===== config.mk =====
export PLATFORM = sky130hd
export DESIGN_NAME = usb_indirect_register_port
export DESIGN_NICKNAME = d
export VERILOG_FILES = /design/src/verilog/usb_port_pkg.sv /design/src/verilog/usb_indirect_register_port.sv
export VERILOG_INCLUDE_DIRS = /design/src /design/src/verilog
export SDC_FILE = /design/constraint.sdc
export NUM_CORES = 1
export LEC_CHECK = 0
export BUFFER_PORTS_ARGS = -buffer_cell sky130_fd_sc_hd__buf_2
export CORE_ASPECT_RATIO = 1.1
export CORE_MARGIN = 2
export CORE_UTILIZATION = 60
export CTS_CLUSTER_SIZE = 40
export DETAILED_ROUTE_END_ITERATION = 8
export PLACE_DENSITY = 0.81
export SLEW_MARGIN = 5
export SYNTH_ARGS = -nofsm -noshare
export SYNTH_HDL_FRONTEND = slang
export SYNTH_SLANG_ARGS = --single-unit

===== constraint.sdc =====
create_clock -name clk -period 11.6 [get_ports clk]
set_input_delay 1.16 -clock clk [delete_from_list [all_inputs] [get_ports clk]]
set_output_delay 1.16 -clock clk [all_outputs]
set_load 0.02 [all_outputs]

===== src/verilog/usb_port_defines.svh =====
// offsets, field positions, reset values and timing counts of the indirect port
`ifndef USB_PORT_DEFINES_SVH
`define USB_PORT_DEFINES_SVH
`define SFR_ADDRESS_PORT     8'h96
`define SFR_DATA_PORT        8'h97
`define CORE_IN_FLAGS        6'h02
`define CORE_OUT_FLAGS       6'h04
`define CORE_COMMON_FLAGS    6'h06
`define CORE_IN_ENABLES      6'h07
`define CORE_OUT_ENABLES     6'h09
`define CORE_COMMON_ENABLES  6'h0b
`define CORE_FRAME_LOW       6'h0c
`define CORE_FRAME_HIGH      6'h0d
`define CORE_ENDPOINT_SELECT 6'h0e
`define CORE_CLOCK_RECOVERY  6'h0f
`define CORE_EP0_CSR         6'h11
`define CORE_IN_CSR_HIGH     6'h12
`define CORE_OUT_CSR_LOW     6'h14
`define CORE_OUT_CSR_HIGH    6'h15
`define CORE_EP0_COUNT       6'h16
`define CORE_OUT_COUNT_HIGH  6'h17
`define CORE_FIFO_FIRST      6'h20
`define CORE_FIFO_LAST       6'h23
`define BUSY_BIT             7
`define AUTO_READ_BIT        6
`define ADDR_MSB             5
`define EPSEL_MSB            3
`define EP_LAST              4'h3
`define RECOVERY_ENABLE_BIT  7
`define SINGLE_STEP_BIT      6
`define LOW_SPEED_BIT        5
`define ADDRESS_PORT_RESET   8'h00
`define DATA_PORT_RESET      8'h00
`define ENDPOINT_SELECT_RESET 4'h0
`define CLOCK_RECOVERY_RESET 8'h0f
`define TRIM_RESET           8'h80
`define TICKS_FULL_SPEED     16'd750
`define TICKS_LOW_SPEED      16'd94
`define TRIM_SHIFT           2
`endif


===== src/verilog/usb_port_pkg.sv =====
// types shared by the indirect register port
package usb_port_pkg;
	typedef enum logic [2:0] {
		ST_IDLE = 3'b001,
		ST_READ = 3'b010,
		ST_WRITE = 3'b100
	} port_state_t;

	typedef struct packed {
		logic       write;
		logic [5:0] addr;
		logic [1:0] endpoint;
		logic [7:0] wdata;
	} core_req_t;

	typedef struct packed {
		logic       wr;
		logic       rd;
		logic [7:0] addr;
		logic [7:0] wdata;
	} sfr_bus_t;
endpackage : usb_port_pkg

===== src/verilog/usb_indirect_register_port.sv =====
// indirect address/data port into the usb function controller register space
// What this block does
// - busy flag bit 7 marks data invalid
// - auto-read restarts read on data port read
// - address port bits 5:0 pick core register
// - auto-read leaves target address unchanged
// - address survives data port writes
// - address and busy set in one write
// - interrupt flags at 0x02, 0x04, 0x06
// - interrupt enables at 0x07, 0x09, 0x0b
// - frame number at 0x0c and 0x0d
// - endpoint0 csr 0x11, count 0x16, indexed
// - in csr high at 0x12, indexed
// - out csr at 0x14 and 0x15, indexed
// - out packet count high at 0x17, indexed
// - endpoint select codes 0..3, others reserved
// - endpoint select bits 7:4 read zero
// - recovery trims oscillator from bus timing
// - single-step calibration mode offered
// - 0x20-0x23 reach endpoint fifos
// - recovery enable bit at 0x0f
`timescale 1ns/1ps
`include "usb_port_defines.svh"

module usb_indirect_register_port #(
	parameter logic [15:0] TICKS_FS = `TICKS_FULL_SPEED,
	parameter logic [15:0] TICKS_LS = `TICKS_LOW_SPEED
) (
	input  wire logic                   clk,
	input  wire logic                   rst_n,
	input  wire usb_port_pkg::sfr_bus_t sfr,
	output logic [7:0]                  sfr_rdata,
	output usb_port_pkg::core_req_t     core_req,
	output logic                        core_valid,
	input  wire logic                   core_ack,
	input  wire logic [7:0]             core_rdata,
	input  wire logic                   frame_marker,
	input  wire logic                   osc_tick,
	output logic [7:0]                  osc_trim,
	output logic                        recovery_active
);
	import usb_port_pkg::*;

	// core address classes
	function automatic logic is_indexed(input logic [5:0] a);
		case (a)
			`CORE_EP0_CSR:        is_indexed = 1'b1;
			`CORE_EP0_COUNT:      is_indexed = 1'b1;
			`CORE_IN_CSR_HIGH:    is_indexed = 1'b1;
			`CORE_OUT_CSR_LOW:    is_indexed = 1'b1;
			`CORE_OUT_CSR_HIGH:   is_indexed = 1'b1;
			`CORE_OUT_COUNT_HIGH: is_indexed = 1'b1;
			default:              is_indexed = 1'b0;
		endcase
	endfunction : is_indexed

	function automatic logic is_local(input logic [5:0] a);
		case (a)
			`CORE_ENDPOINT_SELECT: is_local = 1'b1;
			`CORE_CLOCK_RECOVERY:  is_local = 1'b1;
			default:               is_local = 1'b0;
		endcase
	endfunction : is_local

	function automatic logic is_fifo(input logic [5:0] a);
		is_fifo = (a >= `CORE_FIFO_FIRST) && (a <= `CORE_FIFO_LAST);
	endfunction : is_fifo

	// endpoint sent with a core access: index for indexed registers, low bits for fifos
	function automatic logic [1:0] route_endpoint(input logic [5:0] a, input logic [3:0] sel);
		case (a)
			`CORE_IN_FLAGS:       route_endpoint = 2'b00;
			`CORE_OUT_FLAGS:      route_endpoint = 2'b00;
			`CORE_COMMON_FLAGS:   route_endpoint = 2'b00;
			`CORE_IN_ENABLES:     route_endpoint = 2'b00;
			`CORE_OUT_ENABLES:    route_endpoint = 2'b00;
			`CORE_COMMON_ENABLES: route_endpoint = 2'b00;
			`CORE_FRAME_LOW:      route_endpoint = 2'b00;
			`CORE_FRAME_HIGH:     route_endpoint = 2'b00;
			default: begin
				if (is_indexed(a))
					route_endpoint = sel[1:0];
				else if (is_fifo(a))
					route_endpoint = a[1:0];
				else
					route_endpoint = 2'b00;
			end
		endcase
	endfunction : route_endpoint

	// registers kept in this block; reserved endpoint reads zero
	function automatic logic [7:0] local_read(input logic [5:0] a, input logic [3:0] sel, input logic [7:0] rec);
		case (a)
			`CORE_ENDPOINT_SELECT: local_read = {4'h0, sel};
			`CORE_CLOCK_RECOVERY:  local_read = rec;
			default:               local_read = 8'h00;
		endcase
	endfunction : local_read

	// sfr view of the two ports; other addresses read zero
	function automatic logic [7:0] port_read(input logic [7:0] a, input logic [7:0] view, input logic [7:0] dat);
		case (a)
			`SFR_ADDRESS_PORT: port_read = view;
			`SFR_DATA_PORT:    port_read = dat;
			default:           port_read = 8'h00;
		endcase
	endfunction : port_read

	// correction step: single step, else error over four clamped to 1..16
	function automatic logic [7:0] trim_step(input logic [15:0] err, input logic single);
		if (single || ((err >> `TRIM_SHIFT) == 16'h0000))
			trim_step = 8'h01;
		else if ((err >> `TRIM_SHIFT) > 16'h000f)
			trim_step = 8'h10;
		else
			trim_step = 8'(err >> `TRIM_SHIFT);
	endfunction : trim_step

	port_state_t state_r;
	port_state_t state_nxt;
	logic [5:0]  target_r;
	logic        auto_read_r;
	logic [7:0]  data_r;
	logic [3:0]  ep_select_r;
	logic [7:0]  recovery_r;
	logic [7:0]  rdata_r;
	core_req_t   req_r;
	logic        valid_r;
	logic [7:0]  local_rdata;

	// sfr decode
	wire addr_wr = sfr.wr && (sfr.addr == `SFR_ADDRESS_PORT);
	wire data_wr = sfr.wr && (sfr.addr == `SFR_DATA_PORT);
	wire data_rd = sfr.rd && (sfr.addr == `SFR_DATA_PORT);
	wire idle    = (state_r == ST_IDLE);
	wire busy    = !idle;

	// a manual start, or an auto restart on data port read
	wire start_manual = addr_wr && sfr.wdata[`BUSY_BIT] && idle;
	wire start_auto   = data_rd && auto_read_r && idle;
	wire start_read   = start_manual || start_auto;
	wire start_write  = data_wr && idle;

	// manual start uses the address written in the same access
	wire [5:0] next_target = addr_wr ? sfr.wdata[`ADDR_MSB:0] : target_r;
	wire [5:0] op_target   = start_manual ? sfr.wdata[`ADDR_MSB:0] : target_r;

	// reserved endpoint codes reach no endpoint
	wire ep_valid   = ep_select_r <= `EP_LAST;
	wire blocked    = is_indexed(op_target) && !ep_valid;
	wire op_local   = is_local(op_target) || blocked;
	wire cur_local  = is_local(req_r.addr)
		|| (is_indexed(req_r.addr) && !ep_valid);

	// local register read values
	assign local_rdata = local_read(req_r.addr, ep_select_r, recovery_r);

	wire done = !idle && (cur_local || core_ack);

	// one fetch or store in flight at a time
	always_comb begin
		state_nxt = state_r;
		case (state_r)
			ST_IDLE: begin
				if (start_write)
					state_nxt = ST_WRITE;
				else if (start_read)
					state_nxt = ST_READ;
			end
			ST_READ: begin
				if (done)
					state_nxt = ST_IDLE;
			end
			ST_WRITE: begin
				if (done)
					state_nxt = ST_IDLE;
			end
			default: state_nxt = ST_IDLE;
		endcase
	end

	always_ff @(posedge clk) begin
		if (!rst_n)
			state_r <= ST_IDLE;
		else
			state_r <= state_nxt;
	end

	// address port fields
	// target address, kept across data port accesses
	always_ff @(posedge clk) begin
		if (!rst_n)
			target_r <= 6'(`ADDRESS_PORT_RESET);
		else if (addr_wr)
			target_r <= next_target;
	end

	// auto-read flag
	always_ff @(posedge clk) begin
		if (!rst_n)
			auto_read_r <= 1'b0;
		else if (addr_wr)
			auto_read_r <= sfr.wdata[`AUTO_READ_BIT];
	end

	// core request, held until acknowledged
	always_ff @(posedge clk) begin
		if (!rst_n) begin
			req_r <= '0;
		end else if (start_write || start_read) begin
			req_r.write    <= start_write;
			req_r.addr     <= op_target;
			req_r.endpoint <= route_endpoint(op_target, ep_select_r);
			req_r.wdata    <= sfr.wdata;
		end
	end

	// no core access for local registers or a reserved endpoint
	always_ff @(posedge clk) begin
		if (!rst_n)
			valid_r <= 1'b0;
		else if (start_write || start_read)
			valid_r <= !op_local;
		else if (core_ack)
			valid_r <= 1'b0;
	end

	// endpoint select and clock recovery control live in this block
	wire blocked_cur = is_indexed(req_r.addr) && !ep_valid;
	wire local_wr    = (state_r == ST_WRITE) && cur_local && !blocked_cur;

	always_ff @(posedge clk) begin
		if (!rst_n)
			ep_select_r <= `ENDPOINT_SELECT_RESET;
		else if (local_wr && (req_r.addr == `CORE_ENDPOINT_SELECT))
			ep_select_r <= req_r.wdata[`EPSEL_MSB:0];
	end

	// clock recovery control, stored whole
	always_ff @(posedge clk) begin
		if (!rst_n)
			recovery_r <= `CLOCK_RECOVERY_RESET;
		else if (local_wr && (req_r.addr == `CORE_CLOCK_RECOVERY))
			recovery_r <= req_r.wdata;
	end

	// fetched data, valid once busy falls
	always_ff @(posedge clk) begin
		if (!rst_n)
			data_r <= `DATA_PORT_RESET;
		else if ((state_r == ST_READ) && done)
			data_r <= cur_local ? local_rdata : core_rdata;
	end

	// registered read mux of the two sfr ports
	wire [7:0] addr_view = {busy, auto_read_r, target_r};
	wire [7:0] rd_mux    = port_read(sfr.addr, addr_view, data_r);

	always_ff @(posedge clk) begin
		if (!rst_n)
			rdata_r <= 8'h00;
		else if (sfr.rd)
			rdata_r <= rd_mux;
	end

	assign sfr_rdata  = rdata_r;
	assign core_req   = req_r;
	assign core_valid = valid_r;

	// clock recovery: pins pass three flops
	logic [2:0] frame_s_r;
	logic [2:0] tick_s_r;
	logic       frame_lvl_r;
	logic       tick_lvl_r;

	always_ff @(posedge clk) begin
		if (!rst_n)
			frame_s_r <= 3'h0;
		else
			frame_s_r <= {frame_s_r[1:0], frame_marker};
	end

	always_ff @(posedge clk) begin
		if (!rst_n)
			tick_s_r <= 3'h0;
		else
			tick_s_r <= {tick_s_r[1:0], osc_tick};
	end

	// a change counts once stages two and three agree
	always_ff @(posedge clk) begin
		if (!rst_n)
			frame_lvl_r <= 1'b0;
		else if (frame_s_r[1] == frame_s_r[2])
			frame_lvl_r <= frame_s_r[2];
	end

	always_ff @(posedge clk) begin
		if (!rst_n)
			tick_lvl_r <= 1'b0;
		else if (tick_s_r[1] == tick_s_r[2])
			tick_lvl_r <= tick_s_r[2];
	end

	wire frame_rise = frame_s_r[1] && frame_s_r[2] && !frame_lvl_r;
	wire tick_rise  = tick_s_r[1] && tick_s_r[2] && !tick_lvl_r;

	wire recovery_on = recovery_r[`RECOVERY_ENABLE_BIT];
	wire single_step = recovery_r[`SINGLE_STEP_BIT];
	wire low_speed   = recovery_r[`LOW_SPEED_BIT];
	wire [15:0] nominal = low_speed ? TICKS_LS : TICKS_FS;

	logic [15:0] tick_count_r;
	logic        armed_r;
	logic [7:0]  trim_r;
	logic        active_r;

	// oscillator ticks counted over one bus frame
	always_ff @(posedge clk) begin
		if (!rst_n || !recovery_on)
			tick_count_r <= 16'h0000;
		else if (frame_rise)
			tick_count_r <= 16'h0000;
		else if (tick_rise && (tick_count_r != 16'hffff))
			tick_count_r <= tick_count_r + 16'h0001;
	end

	// signed error of the last frame, step size by mode
	wire        too_fast = tick_count_r > nominal;
	wire        too_slow = tick_count_r < nominal;
	wire [15:0] err_mag  = too_fast ? tick_count_r - nominal : nominal - tick_count_r;
	wire [7:0]  step     = trim_step(err_mag, single_step);
	wire [8:0]  trim_up  = {1'b0, trim_r} + {1'b0, step};
	wire [8:0]  trim_dn  = {1'b0, trim_r} - {1'b0, step};

	// first frame after enabling only arms
	always_ff @(posedge clk) begin
		if (!rst_n || !recovery_on)
			armed_r <= 1'b0;
		else if (frame_rise)
			armed_r <= 1'b1;
	end

	// reported once a frame has been seen
	always_ff @(posedge clk) begin
		if (!rst_n || !recovery_on)
			active_r <= 1'b0;
		else if (frame_rise)
			active_r <= 1'b1;
	end

	// later frames adjust the trim, saturating
	always_ff @(posedge clk) begin
		if (!rst_n)
			trim_r <= `TRIM_RESET;
		else if (recovery_on && frame_rise && armed_r && too_fast)
			trim_r <= trim_dn[8] ? 8'h00 : trim_dn[7:0];
		else if (recovery_on && frame_rise && armed_r && too_slow)
			trim_r <= trim_up[8] ? 8'hff : trim_up[7:0];
	end

	assign osc_trim        = trim_r;
	assign recovery_active = active_r;

endmodule : usb_indirect_register_port


==> flow_metrics.py <==
metrics = {
    "timing": {
        "worst-slew-pin-transition_ns": 0.8440,
        "period_minus_slack_ns": 5.879,
        "rsz0062_at_grt": "false",
        "maxSlewHeadroom_pct": 43.43,
        "finalMaxSlewViolations": 0,
        "clock-skew-final_ns": 0.01670,
        "setup_viol_count_final": 0,
        "setup_tns_ns": 0,
        "hold_viol_final": 0,
        "fmax_ghz": 0.1701,
        "fin_crit_sh_pct": 50.68,
    },
    "grt": {
        "grt_use_total_pct": 27.52,
        "antenna_found_initial": 0,
        "grt_pass1_vias": 5004,
        "grt_max_degree": 75,
        "grt_pass1_wl_um": 23930,
        "overflow": 0,
    },
    "route": {
        "vias": 5206,
        "wl_um": 14420,
        "first_pass_iters": 5,
        "drt-vias-per-instance": 6.110,
        "detail-route-antenna-nets": 0,
        "drt_iter0_drc": 316,
        "drt-wirelength-per-cell_um": 16.93,
        "drc_errors": 0,
    },
    "placed_design": {
        "dp_cells": 836,
        "dp_hpwl_um": 10730,
        "gp_congestion": 0.9519,
        "port_buffers": 65,
    },
    "setup_path": {
        "start_kind": "register",
        "endpoint_kind": "register",
        "r2r_cells": 21,
        "regToRegStartpoint": "recovery_r[5]",
        "r2r_end": "osc_trim[2]",
        "critPathKind": "register to register",
        "critical_path_required_ns": 11.89,
        "r2r_slack_ns": 5.72,
        "path_max_fanout": 17,
        "worstPathArrival_ns": 6.17,
    },
    "yosys": {
        "synth_seq_area_share_pct": 30.34,
        "syn_area_um2": 5873,
        "synthTopCellsByArea": "dfxtp_1 30%, mux2i_1 7.8%, ha_1 6.6%, nor2b_1 3.6%, nand2_1 3.4%",
        "yosys_warnings": 0,
        "synth_seq_cells": 89,
        "synth_cells": 678,
        "synth_flop_cell": "dfxtp_1",
        "async_flop_share_pct": 0,
        "synth_edf_count": 0,
        "synthDistinctLibCells": 78,
        "yosysTopAreaCell": "dfxtp_1",
        "yosysTopAreaCellShare_pct": 30.34,
        "synth.avg_cell_area_um2": 8.662,
    },
    "cells_and_area": {
        "stdcell_count": 852,
        "diodes": 0,
        "fin_nets": 794,
        "fin_util_pct": 68.04,
        "n_fill_cell": 803,
        "drive_above_1_share_pct": 15.92,
        "area_delta_synth_final_pct": 9.416,
    },
    "die": {
        "die_y_um": 107.8,
        "coreArea_um2": 9444,
        "io_pins": 66,
        "row_count": 37,
        "die_x_um": 98.33,
        "initial_core_util_pct": 62.19,
        "die_area_um2": 10600,
    },
    "hold_path": {
        "hold_end": "frame_s_r[1]",
        "hp-start": "frame_s_r[0]",
        "worstHoldPathCells": 1,
        "hp-class": "register to register",
    },
    "clock_tree": {
        "ctsRootBufferMaster": "clkbuf_8",
        "max-clock-path-buffers": 2,
        "cts_resized": 0,
        "insertion_delay_ns": 0.36,
        "path_clk_slew_ns": 0.09,
        "clock_sinks": 89,
        "cts_buffers": 9,
        "cts_tree": "yes",
        "htreeDepth": 3,
        "postCtsSetupRepairBufs": 0,
        "cts_hold_buf": 0,
    },
    "flow_run": {
        "max_cap_violations": 0,
    },
    "status": {
        "status": "finished clean",
    },
    "pwr": {
        "powerDensity_nw_per_um2": 86.11,
        "power.leakage_nw": 2.708,
        "peakVddDrop_mv": 0.09260,
    },
}
[per-stage QoR]
step	instance area [µm²]	setup slack, ns	hold WS (ns)	power, mW
finish	6426	5.721	0.4406	0.5534
floorplan	5892	6.831	0.4119	0.3297
CTS	6426	5.821	0.4422	0.5558
global placement	6221	6.144	0.4141	0.3398
detailed placement	6221	5.846	0.4196	0.3404
global route	6426	5.222	0.4563	0.5714
[placed cells by master (no fill, tap or decap), types with 5 or more instances in the layout]
master and n:
conb_1 7, xor2_1 13, o211ai_1 7, a22oi_1 6, nor2_1 47, ha_1 31
and3_1 7, a21oi_1 22, nand3_1 31, dfxtp_1 89, nor2b_1 34, a211oi_1 8
mux2i_1 46, o21a_1 5, o21ai_0 25, a21boi_0 17, inv_1 25, buf_2 65
buf_4 5, nand4_1 10, nor3_1 11, mux2_2 9, nand2_1 53, clkbuf_8 11
and2_1 12, nor3b_1 5, o211a_1 15, xnor2_1 17, nand2b_1 12, a21o_1 6
[power by group]
group / switching, mW / total [mW] / internal (mW)
Combinational: 0.0150 / 0.0269 / 0.0119
Clock: 0.109 / 0.220 / 0.111
Sequential: 0.000590 / 0.307 / 0.306
[metal layers]
| metal | vias to the layer above | global-route usage [%] | part of all wire, % |
|---|---|---|---|
| li1 | 2540 | - | - |
| met1 | 2458 | 33.20 | 42 |
| met2 | 178 | 48.64 | 49 |
| met3 | 30 | 4.935 | 5.9 |
| met4 | 0 | 10.57 | 2.7 |
| met5 | - | 0 | 0 |
[sequential cells by signal, summed over array words and instances, names as in the netlist]
register	flops
tick_lvl_r	1
tick_count_r	16
auto_read_r	1
state_r	3
sfr_rdata	8
core_valid	1
frame_lvl_r	1
data_r	8
tick_s_r	3
osc_trim	8
ep_select_r	4
target_r	6
recovery_active	1
core_req	17
recovery_r	8
frame_s_r	3
[cell usage after synthesis, drive strengths merged (5+ instances only)]
| cell | n |
|---|---|
| a211oi | 8 |
| a21boi | 17 |
| a21o | 6 |
| a21oi | 24 |
| a22oi | 6 |
| and2 | 12 |
| and3 | 7 |
| buf | 16 |
| clkbuf | 18 |
| dfxtp | 89 |
| ha | 31 |
| inv | 25 |
| mux2 | 9 |
| mux2i | 46 |
| nand2 | 53 |
| nand2b | 12 |
| nand3 | 31 |
| nand4 | 10 |
| nor2 | 48 |
| nor2b | 34 |
| nor3 | 12 |
| nor3b | 5 |
| nor4 | 6 |
| o211a | 15 |
| o211ai | 7 |
| o21a | 5 |
| o21ai | 27 |
| xnor2 | 17 |
| xor2 | 13 |
[kinds of logic (layout without fill, tap and decap cells)]
family / count (synthesis) / count (layout) / share of synthesized area (%)
xor gates and xnor gates: 30 / 30 / 4.474
buffers and inverters: 59 / 111 / 4.729
adders and majority gates: 33 / 33 / 7.286
other: 2 / 7 / 0.1279
DFF: 89 / 89 / 30.34
AOI/OAI and AO/OA: 150 / 150 / 18.87
muxes: 55 / 55 / 9.565
and+or+nand+nor: 260 / 260 / 24.61
[worst max path at each step]
stage	start	to	slack (ns)	cells after the start
after floorplan	recovery_r[5]	osc_trim[2]	6.83	24
after global placement	recovery_r[5]	osc_trim[2]	6.14	21
after detailed placement	recovery_r[5]	osc_trim[2]	5.85	21
after CTS	recovery_r[5]	osc_trim[2]	5.82	21
after global routing	recovery_r[5]	osc_trim[2]	5.22	21
final	recovery_r[5]	osc_trim[2]	5.72	21
[worst max-delay path, cell delays in order (launching register included)]
cell       delay [ns]
dfxtp_1          0.48
inv_1            0.15
ha_1             0.46
a2111oi_4        0.46
and3b_1          0.27
a211o_1          0.53
o2111ai_1        0.27
nand3_1          0.17
o2111ai_1        0.21
nor3_1           0.34
a21o_1           0.19
ha_1             0.16
inv_1            0.06
fa_1             0.41
o21ba_2          0.22
o21bai_1         0.21
a21oi_1          0.12
o21ai_0          0.31
a21oi_1          0.26
a211oi_1         0.28
o21ai_0          0.11
a21boi_0         0.17
[final cells by class]
class | count | area (µm²) | share of cell area [%]
well taps | 117 | 146.4 | 2.278
flip-flops and latches | 89 | 1782 | 27.73
clock inverters | 5 | 53.80 | 0.8372
repair buffers | 70 | 362.8 | 5.646
clock buffers | 11 | 151.4 | 2.356
multi-input cells | 535 | 3836 | 59.70
inverters | 25 | 93.84 | 1.460
(Power assumes the default switching activity.)
